### config.mk
export PLATFORM = sky130hd
export DESIGN_NAME = brc
export DESIGN_NICKNAME = d
export VERILOG_FILES = /design/src/brc_pkg.sv /design/src/brc.sv
export VERILOG_INCLUDE_DIRS = /design/src
export SDC_FILE = /design/constraint.sdc
export NUM_CORES = 1
export LEC_CHECK = 0
export ABC_AREA = 1
export BUFFER_PORTS_ARGS = -buffer_cell sky130_fd_sc_hd__buf_2
export CORE_MARGIN = 3
export CORE_UTILIZATION = 53
export CTS_CLUSTER_DIAMETER = 200
export DETAILED_ROUTE_END_ITERATION = 7
export GPL_ROUTABILITY_DRIVEN = 0
export PLACE_DENSITY_LB_ADDON = 0.12
export RECOVER_POWER = 100
export SYNTH_ARGS = -nofsm -noshare
export SYNTH_HDL_FRONTEND = slang
export SYNTH_HIERARCHICAL = 1
export SYNTH_SLANG_ARGS = --single-unit
### constraint.sdc
create_clock -name pclk -period 3.1 [get_ports pclk]
set_clock_uncertainty 0.05 [all_clocks]
set_input_delay 0.62 -clock pclk [delete_from_list [all_inputs] [get_ports pclk]]
set_output_delay 0.62 -clock pclk [all_outputs]
set_load 0.02 [all_outputs]
### src/brc_defines.svh
// constants for the read buffering control block
`ifndef BRC_DEFINES_SVH
`define BRC_DEFINES_SVH

// ==========================================================
// register map (byte addresses)
`define BRC_CTRL_OFFSET   12'h040
`define BRC_STATUS_OFFSET 12'h050

// ==========================================================
// layout of one 16-bit half; the secondary half sits at +16
`define BRC_SEC_LSB    16
`define BRC_HALF_WMASK 16'h7ff0
`define BRC_HALF_RESET 16'h0020
`define BRC_MBC_LSB    12
`define BRC_RO_BIT     11
`define BRC_SDR_BIT    10
`define BRC_MR_LSB     8
`define BRC_MRL_LSB    6
`define BRC_MRM_LSB    4

// ==========================================================
// request sizes in bytes, and the request fifo depth in entries
`define BRC_BC_128   13'h0080
`define BRC_BC_256   13'h0100
`define BRC_BC_512   13'h0200
`define BRC_BC_1024  13'h0400
`define BRC_BC_2048  13'h0800
`define BRC_BC_4096  13'h1000
`define BRC_BC_LINE  13'h0020
`define BRC_BC_DWORD 13'h0004
`define BRC_FIFO_DEPTH 16

`endif

### src/brc_pkg.sv
// types for the read buffering control block
package brc_pkg;

  typedef enum logic [1:0] {
    CMD_MR  = 2'h0,
    CMD_MRL = 2'h1,
    CMD_MRM = 2'h2
  } cmd_t;

  typedef enum logic [1:0] {
    PF_LINE  = 2'h0,
    PF_RSVD  = 2'h1,
    PF_FULL  = 2'h2,
    PF_DWORD = 2'h3
  } pf_t;

  typedef enum logic [1:0] {
    FETCH_LINE  = 2'h0,
    FETCH_FULL  = 2'h1,
    FETCH_DWORD = 2'h2,
    FETCH_SPLIT = 2'h3
  } fetch_t;

  typedef enum logic [1:0] {
    ST_IDLE = 2'b01,
    ST_SEND = 2'b10
  } st_t;

  // one control half as it sits in the register word
  typedef struct packed {
    logic       rsv_top;
    logic [2:0] mbc;
    logic       ro;
    logic       sdr;
    pf_t        mr;
    pf_t        mrl;
    pf_t        mrm;
    logic [3:0] rsv_low;
  } half_t;

  // read request seen at one interface
  typedef struct packed {
    logic origin;
    cmd_t cmd;
    logic pcix;
    logic attr_ro;
    logic cmd_changed;
    logic match;
    logic not_first;
  } req_t;

  // buffering decision for that request
  typedef struct packed {
    logic        origin;
    fetch_t      fetch;
    logic [12:0] byte_count;
    logic        retry;
    logic        bypass;
  } dec_t;

endpackage

### src/brc.sv
// read buffering control: apb registers, request fifo, policy engine
//
// Function
// a primary conventional read with full prefetch is capped at the primary byte count.
// the byte count code maps 000/011/111 to 512, 001 128, 010 256, 100 1024, 101 2048, 110 4096.
// a secondary conventional read with full prefetch is capped at the secondary byte count, reset 000.
// the primary relaxed bit lets later completions pass posted writes, reset clear.
// in PCI-X mode each transaction's own relaxed attribute decides ordering.
// a separate secondary relaxed bit does the same at the secondary side, reset clear.
// with special delayed read clear, a retried master that changes command is retried again.
// with it set, an MR/MRL/MRM change with equal address and enables is served; ignored in PCI-X.
// memory read prefetch: 00 one line, 01 reserved, 10 full, 11 stop after the first dword.
// the memory read prefetch field is ignored in PCI-X mode and resets to 00.
// read line prefetch: 00 one line, 10 full, 01 and 11 reserved, ignored in PCI-X.
// read multiple prefetch: 00 one line, 10 full, others reserved, reset 10, ignored in PCI-X.
// reserved bits 15, 3:0 and 31 read as zero.
//
// Design decision made here: the APB slave port.
`timescale 1ns/10ps
`default_nettype none
`include "brc_defines.svh"

// ==========================================================
// request fifo
module brc_fifo
#(
  parameter int WIDTH = 8,
  parameter int DEPTH = 16
)
(
  // clock and reset
  input  wire logic                     pclk,
  input  wire logic                     presetn,
  // fill side
  input  wire logic [WIDTH-1:0]         in_data,
  input  wire logic                     in_valid,
  output logic                          in_ready,
  // drain side
  output logic [WIDTH-1:0]              out_data,
  output logic                          out_valid,
  input  wire logic                     out_ready,
  // fill level
  output logic [$clog2(DEPTH):0]        level
);
  localparam int AW = $clog2(DEPTH);

  typedef struct packed {
    logic [DEPTH-1:0][WIDTH-1:0] mem;
    logic [AW-1:0]               wp;
    logic [AW-1:0]               rp;
    logic [AW:0]                 cnt;
  } fifo_state_t;

  fifo_state_t s;
  fifo_state_t next_s;
  logic        push;
  logic        pop;

  assign in_ready  = (s.cnt != DEPTH[AW:0]);
  assign out_valid = (s.cnt != '0);
  assign out_data  = s.mem[s.rp];
  assign level     = s.cnt;
  assign push      = in_valid && in_ready;
  assign pop       = out_valid && out_ready;

  always_comb
  begin
    next_s = s;
    if (push)
    begin
      next_s.mem[s.wp] = in_data;
      next_s.wp        = s.wp + 1'b1;
    end
    if (pop)
      next_s.rp = s.rp + 1'b1;
    if (push && !pop)
      next_s.cnt = s.cnt + 1'b1;
    else if (pop && !push)
      next_s.cnt = s.cnt - 1'b1;
  end

  always_ff @(posedge pclk or negedge presetn)
  begin
    if (!presetn)
      s <= '0;
    else
      s <= next_s;
  end
endmodule

// ==========================================================
// top
module brc
  import brc_pkg::*;
(
  // apb slave
  input  wire logic        pclk,
  input  wire logic        presetn,
  input  wire logic        psel,
  input  wire logic        penable,
  input  wire logic        pwrite,
  input  wire logic [11:0] paddr,
  input  wire logic [31:0] pwdata,
  input  wire logic [3:0]  pstrb,
  output logic      [31:0] prdata,
  output logic             pready,
  output logic             pslverr,
  // read requests from the bus interfaces
  input  wire req_t        req_data,
  input  wire logic        req_valid,
  output logic             req_ready,
  // buffering decisions
  output dec_t             dec_data,
  output logic             dec_valid,
  input  wire logic        dec_ready
);

  typedef struct packed {
    st_t         st;
    logic [31:0] ctrl;
    logic [31:0] rdata;
    dec_t        dec;
    logic [7:0]  n_dec;
    logic [7:0]  n_retry;
  } state_t;

  state_t      s;
  state_t      next_s;
  req_t        head;
  logic        head_valid;
  logic        pop;
  logic [4:0]  level;
  logic        setup;
  logic        access;
  logic        hit_ctrl;
  logic        hit_status;
  half_t       head_cfg;
  dec_t        head_dec;
  logic [31:0] wr_word;

  // ========================================================
  // byte count decode
  function automatic logic [12:0] mbc_bytes(input logic [2:0] code);
    case (code)
      3'h1:    mbc_bytes = `BRC_BC_128;
      3'h2:    mbc_bytes = `BRC_BC_256;
      3'h4:    mbc_bytes = `BRC_BC_1024;
      3'h5:    mbc_bytes = `BRC_BC_2048;
      3'h6:    mbc_bytes = `BRC_BC_4096;
      default: mbc_bytes = `BRC_BC_512;
    endcase
  endfunction

  // ========================================================
  // policy for one request under one control half
  function automatic dec_t decide(input req_t r, input half_t h);
    dec_t d;
    pf_t  code;
    d        = '0;
    d.origin = r.origin;
    case (r.cmd)
      CMD_MR:  code = h.mr;
      CMD_MRL: code = h.mrl;
      default: code = h.mrm;
    endcase
    if (r.pcix)
    begin
      // prefetch and delayed read fields do not apply
      d.fetch      = FETCH_SPLIT;
      d.byte_count = 13'h0000;
      d.bypass     = r.attr_ro;
      d.retry      = 1'b0;
    end
    else
    begin
      d.bypass = h.ro && r.not_first;
      d.retry  = r.cmd_changed && !(h.sdr && r.match);
      case (code)
        PF_FULL:
        begin
          d.fetch      = FETCH_FULL;
          d.byte_count = mbc_bytes(h.mbc);
        end
        PF_DWORD:
        begin
          // only the plain memory read defines code 11
          if (r.cmd == CMD_MR)
          begin
            d.fetch      = FETCH_DWORD;
            d.byte_count = `BRC_BC_DWORD;
          end
          else
          begin
            d.fetch      = FETCH_LINE;
            d.byte_count = `BRC_BC_LINE;
          end
        end
        default:
        begin
          // reserved 01 is served as a single line
          d.fetch      = FETCH_LINE;
          d.byte_count = `BRC_BC_LINE;
        end
      endcase
    end
    decide = d;
  endfunction

  // ========================================================
  // request fifo; back-pressure reaches req_ready
  brc_fifo
  #(
    .WIDTH ($bits(req_t)),
    .DEPTH (`BRC_FIFO_DEPTH)
  )
  u_fifo
  (
    .pclk      (pclk),
    .presetn   (presetn),
    .in_data   (req_data),
    .in_valid  (req_valid),
    .in_ready  (req_ready),
    .out_data  (head),
    .out_valid (head_valid),
    .out_ready (pop),
    .level     (level)
  );

  // ========================================================
  // combinational glue
  assign setup      = psel && !penable;
  assign access     = psel && penable;
  assign hit_ctrl   = (paddr == `BRC_CTRL_OFFSET);
  assign hit_status = (paddr == `BRC_STATUS_OFFSET);
  assign pready     = 1'b1;
  assign pslverr    = access && !hit_ctrl && !hit_status;
  assign prdata     = s.rdata;
  assign dec_data   = s.dec;
  assign dec_valid  = (s.st == ST_SEND);
  assign pop        = head_valid && ((s.st == ST_IDLE) || dec_ready);
  assign head_cfg   = head.origin ? half_t'(s.ctrl[31:16])
                                  : half_t'(s.ctrl[15:0]);
  assign head_dec   = decide(head, head_cfg);

  // byte lanes, then reserved bits forced to zero
  always_comb
  begin
    for (int i = 0; i < 4; i++)
      wr_word[8*i +: 8] = pstrb[i] ? pwdata[8*i +: 8]
                                   : s.ctrl[8*i +: 8];
    wr_word = wr_word & {`BRC_HALF_WMASK, `BRC_HALF_WMASK};
  end

  // ========================================================
  // next state
  always_comb
  begin
    next_s = s;
    // read data is captured in the setup cycle
    if (setup && !pwrite)
    begin
      if (hit_ctrl)
        next_s.rdata = s.ctrl;
      else if (hit_status)
        next_s.rdata = {11'h000, level, s.n_retry, s.n_dec};
      else
        next_s.rdata = 32'h0000_0000;
    end
    if (access && pwrite && hit_ctrl)
      next_s.ctrl = wr_word;
    case (s.st)
      ST_IDLE:
      begin
        if (pop)
          next_s.st = ST_SEND;
      end
      ST_SEND:
      begin
        if (dec_ready && !pop)
          next_s.st = ST_IDLE;
      end
      default:
        next_s.st = ST_IDLE;
    endcase
    if (pop)
    begin
      next_s.dec   = head_dec;
      next_s.n_dec = s.n_dec + 8'h01;
      if (head_dec.retry)
        next_s.n_retry = s.n_retry + 8'h01;
    end
  end

  always_ff @(posedge pclk or negedge presetn)
  begin
    if (!presetn)
    begin
      s      <= '0;
      s.st   <= ST_IDLE;
      s.ctrl <= {`BRC_HALF_RESET, `BRC_HALF_RESET};
    end
    else
      s <= next_s;
  end

  // ========================================================
  // checks
  half_t p_cfg;
  half_t q_cfg;
  assign p_cfg = half_t'(s.ctrl[15:0]);
  assign q_cfg = half_t'(s.ctrl[31:16]);

  primary_cap_a: assert property (
    @(posedge pclk) disable iff (!presetn)
    pop && !head.origin && !head.pcix && head.cmd == CMD_MRM &&
    p_cfg.mrm == PF_FULL && p_cfg.mbc == 3'h6
    |=> dec_valid && dec_data.byte_count == 13'h1000)
    else $error("primary full prefetch not capped at 4096");

  second_cap_a: assert property (
    @(posedge pclk) disable iff (!presetn)
    pop && head.origin && !head.pcix && head.cmd == CMD_MR &&
    q_cfg.mr == PF_FULL && q_cfg.mbc == 3'h1
    |=> dec_data.byte_count == 13'h0080 && dec_data.fetch == FETCH_FULL)
    else $error("secondary full prefetch not capped at 128");

  primary_order_a: assert property (
    @(posedge pclk) disable iff (!presetn)
    pop && !head.origin && !head.pcix
    |=> dec_data.bypass == ($past(p_cfg.ro) && $past(head.not_first)))
    else $error("primary relaxed ordering wrong");

  pcix_order_a: assert property (
    @(posedge pclk) disable iff (!presetn)
    pop && head.pcix
    |=> dec_data.bypass == $past(head.attr_ro) &&
        dec_data.fetch == FETCH_SPLIT && !dec_data.retry)
    else $error("pcix ordering not from attribute");

  second_order_a: assert property (
    @(posedge pclk) disable iff (!presetn)
    pop && head.origin && !head.pcix && !q_cfg.ro
    |=> !dec_data.bypass)
    else $error("secondary bypass while disabled");

  retry_again_a: assert property (
    @(posedge pclk) disable iff (!presetn)
    pop && !head.pcix && head.cmd_changed && !head_cfg.sdr
    |=> dec_data.retry ##0 $changed(s.n_retry))
    else $error("changed command not retried");

  special_read_a: assert property (
    @(posedge pclk) disable iff (!presetn)
    pop && !head.pcix && head_cfg.sdr && head.match
    |=> !dec_data.retry)
    else $error("matching changed command retried");

  dword_stop_a: assert property (
    @(posedge pclk) disable iff (!presetn)
    pop && !head.pcix && head.cmd == CMD_MR && head_cfg.mr == PF_DWORD
    |=> dec_data.fetch == FETCH_DWORD && dec_data.byte_count == 13'h0004)
    else $error("dword disconnect not applied");

  line_rsvd_a: assert property (
    @(posedge pclk) disable iff (!presetn)
    pop && !head.pcix && head.cmd == CMD_MRL && head_cfg.mrl != PF_FULL
    |=> dec_data.fetch == FETCH_LINE && dec_data.byte_count == 13'h0020)
    else $error("read line code not one line");

  reset_value_a: assert property (
    @(posedge pclk) $rose(presetn) |-> s.ctrl == 32'h0020_0020)
    else $error("control word reset value wrong");

  zero_rsvd_a: assert property (
    @(posedge pclk) disable iff (!presetn)
    access && !pwrite && hit_ctrl
    |-> (prdata & 32'h800f_800f) == 32'h0000_0000)
    else $error("reserved bits read nonzero");

  hold_dec_a: assert property (
    @(posedge pclk) disable iff (!presetn)
    dec_valid && !dec_ready |=> dec_valid && $stable(dec_data))
    else $error("decision dropped under stall");

  full_seen_c: cover property (
    @(posedge pclk) disable iff (!presetn) !req_ready);
  retry_seen_c: cover property (
    @(posedge pclk) disable iff (!presetn) dec_valid && dec_data.retry);
  full_fetch_c: cover property (
    @(posedge pclk) disable iff (!presetn)
    dec_valid && dec_data.fetch == FETCH_FULL);
  bad_addr_c: cover property (
    @(posedge pclk) disable iff (!presetn) pslverr);

endmodule

`default_nettype wire

* Word level (Yosys, flattened, before mapping)
Cells that the tools add are included.
** Storage, ports and cells
- Latch bits :: 0
- Input port bits :: 63
- Memory bits (writable) :: 0
- ROM bits :: 0
- Logic and storage cells :: 109
- Bits in registers :: 231
- Memories kept :: 0
- Output and inout port bits :: 54
** Cells by class
- Shift operators :: 0
- Reductions and logical operators :: 35
- Muxes and demuxes :: 18
- Add/subtract/negate cells :: 6
- $mul :: 0
- Bitwise gates (word level) :: 0
- Div/mod/pow operators :: 0
- Magnitude comparators :: 3
- Equality and inequality tests :: 15
** Operators with widths (number)
- $bwmux 128 :: 1
- $pmux 13 s5 :: 1
- $bmux 8 s4 :: 1
- $demux 8 s4 :: 1
- $mux 31 :: 1
- $mux 15 :: 2
- $pmux 15 s2 :: 1
- $eq 12x7->1 const B :: 2
- $mux 21 :: 1
- $logic_and 1x1->1 :: 17
- $mux 17 :: 1
- $add 8x1->8 const B :: 2
- $mux 8 :: 2
- $reduce_and 2->1 :: 6
- $lt 4x5->1 const B :: 2
- $mux 5 :: 2
- $eq 3x3->1 const B :: 3
- $add 4x1->4 const B :: 2
- $logic_not 1->1 :: 8
- $pmux 2 s2 :: 2
- $eq 2x2->1 const B :: 3
- $add 5x1->5 const B :: 1
- $ne 5x5->1 const B :: 1
- $reduce_bool 5->1 :: 1
- 11 further kinds :: 13

* Longest topological paths before layout
- Word-level depth :: 8
- Gate-level depth with buffers :: 18
- Depth with buffers taken out :: 16

* By module
Netlist, hierarchy kept.
** Modules (own cells, without submodules)
- brc_fifo :: area an instance 7935.1 sq um, instances 1, cells an instance 1076, seq. area each 3528.4 sq um
- brc :: area an instance 4660.7 sq um, instances 1, cells an instance 552, seq. area each 2105.8 sq um

* Least setup slack after synthesis
Ideal clock, no wire load.
- Path type :: reg2reg
- Start point :: register u_fifo.s, in the netlist u_fifo/level[1]
- End point :: register u_fifo.s, in the netlist u_fifo/level[4]
- Stages on the path, launching flop included :: 15
- Period minus slack after synthesis :: 2.607 ns
- Library setup time :: 0.065 ns
- Path buffers :: 0
- Required time :: 2.985 ns
- Arrival time :: 2.492 ns
- Path slack :: 0.493 ns
- Cells stage by stage :: dfrtp_1 > nor2_1 > nand4_1 > nand2_4 > inv_1 > nand2_1 > ha_1 > inv_1 > ha_1 > or2_2 > nand2_1 > nand2_1 > nand2_1 > nand2_1 > nand2_1
** Between the ends
- Word-level cells in the longest chain between the ends :: 6
- Elaborated cells on any way between the ends :: 14
- Classes of those cells :: add/sub (2); eq/ne (1); mux (2); reduce/logical (9)
** RTL lines
- from (decl) :: RTL line brc.sv:54 : fifo_state_t s;
- from (signal assigned) :: RTL line brc.sv:87 : s <= next_s;
- $reduce_bool 5->1 (*) :: RTL line brc.sv:60 : assign out_valid = (s.cnt != '0);
- named net head_valid :: RTL line brc.sv:130 : logic head_valid;
- $logic_and 1x1->1 (*) :: RTL line brc.sv:240 : assign pop = head_valid && ((s.st == ST_IDLE) || dec_ready);
- named net pop :: RTL line brc.sv:131 : logic pop;
- $logic_and 1x1->1 (*) :: RTL line brc.sv:64 : assign pop = out_valid && out_ready;
- $logic_not 1->1 :: RTL line brc.sv:76 : if (push && !pop)
- $logic_and 1x1->1 :: RTL line brc.sv:76
- $mux 5 / $reduce_bool 2->1 (equally long branches)
Mark *: on every way through the listed nets, which the timed path passes. The rest lies on a longest branch. The select of a mux whose other input is x is not followed.
A chain may end at the register's enable or synchronous reset.

==> flow_results.org <==
** Yosys
- Cell taking the most area after synthesis :: sky130_fd_sc_hd__dfrtp_1
- Counting every instance in the synthesized netlist gives about 1600.
- Proportion of synthesized chip area in sequential cells :: 0.447
- In this run the mean area of a mapped cell was between 7 and 8 um^2.
- Leading post-synthesis cells by cell area :: sky130_fd_sc_hd__dfrtp_1 44%, sky130_fd_sc_hd__nand2_1 20%, sky130_fd_sc_hd__nand4_1 6.9%
- Among all flip-flop cells after synthesis, the most frequent one is sky130_fd_sc_hd__dfrtp_1.
- The synthesized netlist occupies a cell area of 12600 um^2.
- Counting distinct cell types in the post-synthesis netlist gives just over 40.
- Number of flip-flops and latches in the synthesized netlist :: 225
- For this run, asynchronously set or reset flops after synthesis account for 1.00.
- Proportion of netlist area held by the largest area contributor :: 0.441
- The Yosys step of the flow raised 6 warnings.
- Counting flops with a built-in enable in the synthesized netlist gives 0.

** Critical path
- Crit path max-delay cell type :: sky130_fd_sc_hd__nor2_1
- Largest fanout on the critical path :: 17
- The worst register-to-register path begins at u_fifo/s[7].
- For the worst setup path, the data arrival time is 3.18 ns.
- The most critical setup path has its startpoint at u_fifo/s[7].
- The most numerous cell type found on the critical path is sky130_fd_sc_hd__nand2_1.
- Walking the worst path, the cells encountered are inv_2 > nor2_1 > nand3_1 > nand2_1 > nor2_1 > nand2_1 > nand2_1 > inv_2 > nand2_1 > nand3_1 > nand3_1 > nor2_4 > nand2_1 > o21ai_0.
- In this design, the stage delay of the slowest critical-path cell is 0.57 ns.
- Crit. End Element :: register
- The worst setup path is of the reg -> reg kind.
- CP Buf/Inv Count :: 2
- Kind of launch point of the worst setup path :: register
- Required arrival time at the worst endpoint :: 3.49 ns
- Cell family contributing the most delay on the critical path :: simple AND/OR/NAND/NOR gates

** Routing
- The first detailed-routing pass took 5 iterations.
- Remaining number of nets flagged by the antenna check after routing :: 0
- The final layout contains routed wiring with a total length of 32.9 mm.
- Residual DRC count :: 0
- Drt wl/cell :: 16.6 um
- DR vias/cell :: 5.39
- Across all layers, the routed design uses 10600 vias.
- After the first detailed-routing iteration, the DRC count stood at 1025.

** Clock network
- The tree is rooted in a sky130_fd_sc_hd__clkbuf_16.
- Counting along the longest clock path gives a buffer depth of 3.
- CTS buffer count :: 26
- Buffers inserted to repair hold after CTS numbered 0.
- TritonCTS built the clock tree.
- Post-CTS Setup Bufs :: 0
- Clk_lat worst skew :: 0.52 ns
- Number of clock sinks :: 225
- Reg clk slew, reported paths :: 0.06 ns
- Post-cts gate resize count :: 0
- CTS H-Tree Depth :: 1

** Placed design
- Once detailed placement completed, the half-perimeter wirelength came to 21.2 mm.
- Once placement completed, the tool counted placed cells totaling ~1900.
- The count of buffers added on input and output ports is 99.
- Post-Place Worst Slack :: ~0.38 ns

** STA
- Post-route worst setup slack :: 0.309 ns
- Min cycle time layout :: roughly 2.8 ns
- Slew at the pin closest to its max-slew limit :: approximately 2.5 ns
- The worst pin sits at a relative slew slack of -0.645.
- Total setup violations reported at the end of the flow :: 0
- Total negative slack for setup checks :: 0 ns
- Part of the cycle the worst path needs :: 0.900
- Setup repair after global routing left no endpoint under its margin.
- For this run, the top clock speed supported by timing is 0.358 GHz.
- Final Hold Violating Endpoints :: 0
- The count of pins over their slew limit is 90.

** Worst hold path
- The tightest min-delay check is of the in -> reg type.
- Hold_sp :: pwdata[21]

** Pwr
- IR analysis of the VDD net gives a maximum drop of 0.478 mV.
- Share of total power in the clock network :: 0.242
- Combinational group share of total power :: 0.399
- Power density relative to cell area :: about 960 nW/um^2
- In this run the static leakage power is 7.07 nW.
- Of the total power, registers draw 0.359.
- Switching power as a share of total power :: 0.419
- The internal portion of the total power is ~7.5 mW.
- Net switching power :: 5.39 mW

** Global routing
- The number of antenna violations at the first check in global routing was 0.
- Total global-route track usage :: 0.251
- Number of global-route vias before repair :: between 9000 and 10000
- Entering global routing, the biggest net connects between 100 and 150 pins.
- Total overflow reported by the global router :: 0
- The first global-routing pass estimated 52.7 mm of wire.

** Die
- The core region is 23000 um^2.
- Boundary pin count :: 117
- The die is 160 um tall.
- Area of the die :: 25700 um^2
- Starting utilization of the core area :: 0.548
- Placement row count :: 55
- In this run the horizontal extent of the chip is 160 um.

** Final layout
- The net count of the finished layout is roughly 1700.
- Register Area :: between 5000 and 6000 um^2
- The multi-input combinational cells in the finished layout cover a total of between 5000 and 6000 um^2.
- In the final layout, the share of cells above drive strength 1 is 0.102.
- The repair_antennas step left the layout with diodes totalling 0.
- The area growth from synthesis to layout is 5.93%.
- The finished layout holds 1974 standard cells, fillers aside.
- Counting the fill cells in the layout gives 2259.

** Status
- The run finished, with violations left.
- Failing checks :: capacitance limit, slew limit

** Run
- The tool flagged a number of max-cap violations equal to 1.
[logic make-up after synthesis]
kind of cell             after synthesis  synth area share
AO/OA/AOI/OAI                         52            0.0275
XOR/XNOR                              23            0.0160
adder cells (fa/ha/maj)               13            0.0135
buffers and inverters                270             0.112
flip-flops                           225             0.447
other                                  2          0.000596
AND/OR/NAND/NOR                     1043             0.383
[power by group through the flow]
stage	Combinational (mW)	Clock [mW]	Sequential, mW
6_report	5.13	3.12	4.61
4_1_cts	5.21	3.18	4.60
3_3_place_gp	5.09	0	4.62
3_5_place_dp	5.19	0	4.64
5_1_grt	5.79	3.32	4.74
2_1_floorplan	4.10	0	4.45
[registers in the layout (all words and copies together), names as in the netlist]
signal        count
u_fifo/s        136
q_cfg            11
dec_data         13
prdata           31
s                18
p_cfg            11
u_fifo/level      5
[tightest hold or removal path, stage by stage]
cell	delay, ns
sky130_fd_sc_hd__buf_2	0.09
sky130_fd_sc_hd__inv_1	0.04
sky130_fd_sc_hd__o21ai_1	0.06
[path summary, 6_finish.rpt]
kind / slack [ns] / to / depth (start not counted)
hold / removal: 0.25 / q_cfg[5] / 3
setup reg to reg: 0.31 / dec_data[14] / 14
max in group asynchronous: 0.61 / q_cfg[9] / 2
hold reg to reg: 0.42 / u_fifo/s[34] / 2
setup / recovery: 0.31 / dec_data[14] / 14
min in group asynchronous: 0.76 / u_fifo/s[88] / 1
[metrics by stage]
step,hold WS (ns),utilization,area [um^2],power (mW)
CTS,0.0973,0.597,13700,13.0
finish,0.250,0.581,13300,12.9
global route,0.244,0.581,13300,13.8
floorplan,0.274,-,12600,8.54
global placement,0.403,0.558,12800,9.70
detailed placement,0.408,0.558,12800,9.83
[cell type report]
cell class / count / area share
sequential: 225 / 0.422
multi-input combinational: 1138 / 0.397
clock buffer: 37 / 0.0587
timing repair buffer: 123 / 0.0489
inverter: 128 / 0.0361
tap: 313 / 0.0294
clock inverter: 10 / 0.00769
[synthesized netlist by cell type (6+ instances only)]
library cell and instances:
sky130_fd_sc_hd__o21ai_0 16, sky130_fd_sc_hd__inv_2 6, sky130_fd_sc_hd__xor2_1 14, sky130_fd_sc_hd__buf_4 64
sky130_fd_sc_hd__a21oi_1 7, sky130_fd_sc_hd__o21ai_2 21, sky130_fd_sc_hd__xnor2_1 9, sky130_fd_sc_hd__dfrtp_1 222
sky130_fd_sc_hd__ha_1 12, sky130_fd_sc_hd__nor2_1 67, sky130_fd_sc_hd__nand2_2 15, sky130_fd_sc_hd__nand4_1 138
sky130_fd_sc_hd__nand3_1 107, sky130_fd_sc_hd__nand2_1 658, sky130_fd_sc_hd__nor2_4 6, sky130_fd_sc_hd__inv_1 119
sky130_fd_sc_hd__buf_2 22, sky130_fd_sc_hd__o21ai_1 6, sky130_fd_sc_hd__clkbuf_1 36, sky130_fd_sc_hd__nor2_2 20
sky130_fd_sc_hd__buf_6 16, sky130_fd_sc_hd__nand3_2 12
[layout by cell type (no fill, tap or decap), types with 17 or more instances in the layout]
cell,Yosys,final
sky130_fd_sc_hd__buf_2,22,49
sky130_fd_sc_hd__clkbuf_1,36,58
sky130_fd_sc_hd__clkbuf_16,0,27
sky130_fd_sc_hd__dfrtp_1,222,221
sky130_fd_sc_hd__inv_1,119,120
sky130_fd_sc_hd__nand2_1,658,661
sky130_fd_sc_hd__nand3_1,107,122
sky130_fd_sc_hd__nand4_1,138,142
sky130_fd_sc_hd__nor2_1,67,71
sky130_fd_sc_hd__nor2_2,20,17
sky130_fd_sc_hd__o21ai_0,16,36
[per-layer routing]
layer / vias up / global-route usage / wire, um
li1: 5169 / - / -
met2: 330 / 0.369 / 14400
met3: 66 / 0.0407 / 2160
met4: 0 / 0.0734 / 952
met5: - / 0 / 0
met1: 5066 / 0.381 / 15400
(Power assumes the default switching activity.)
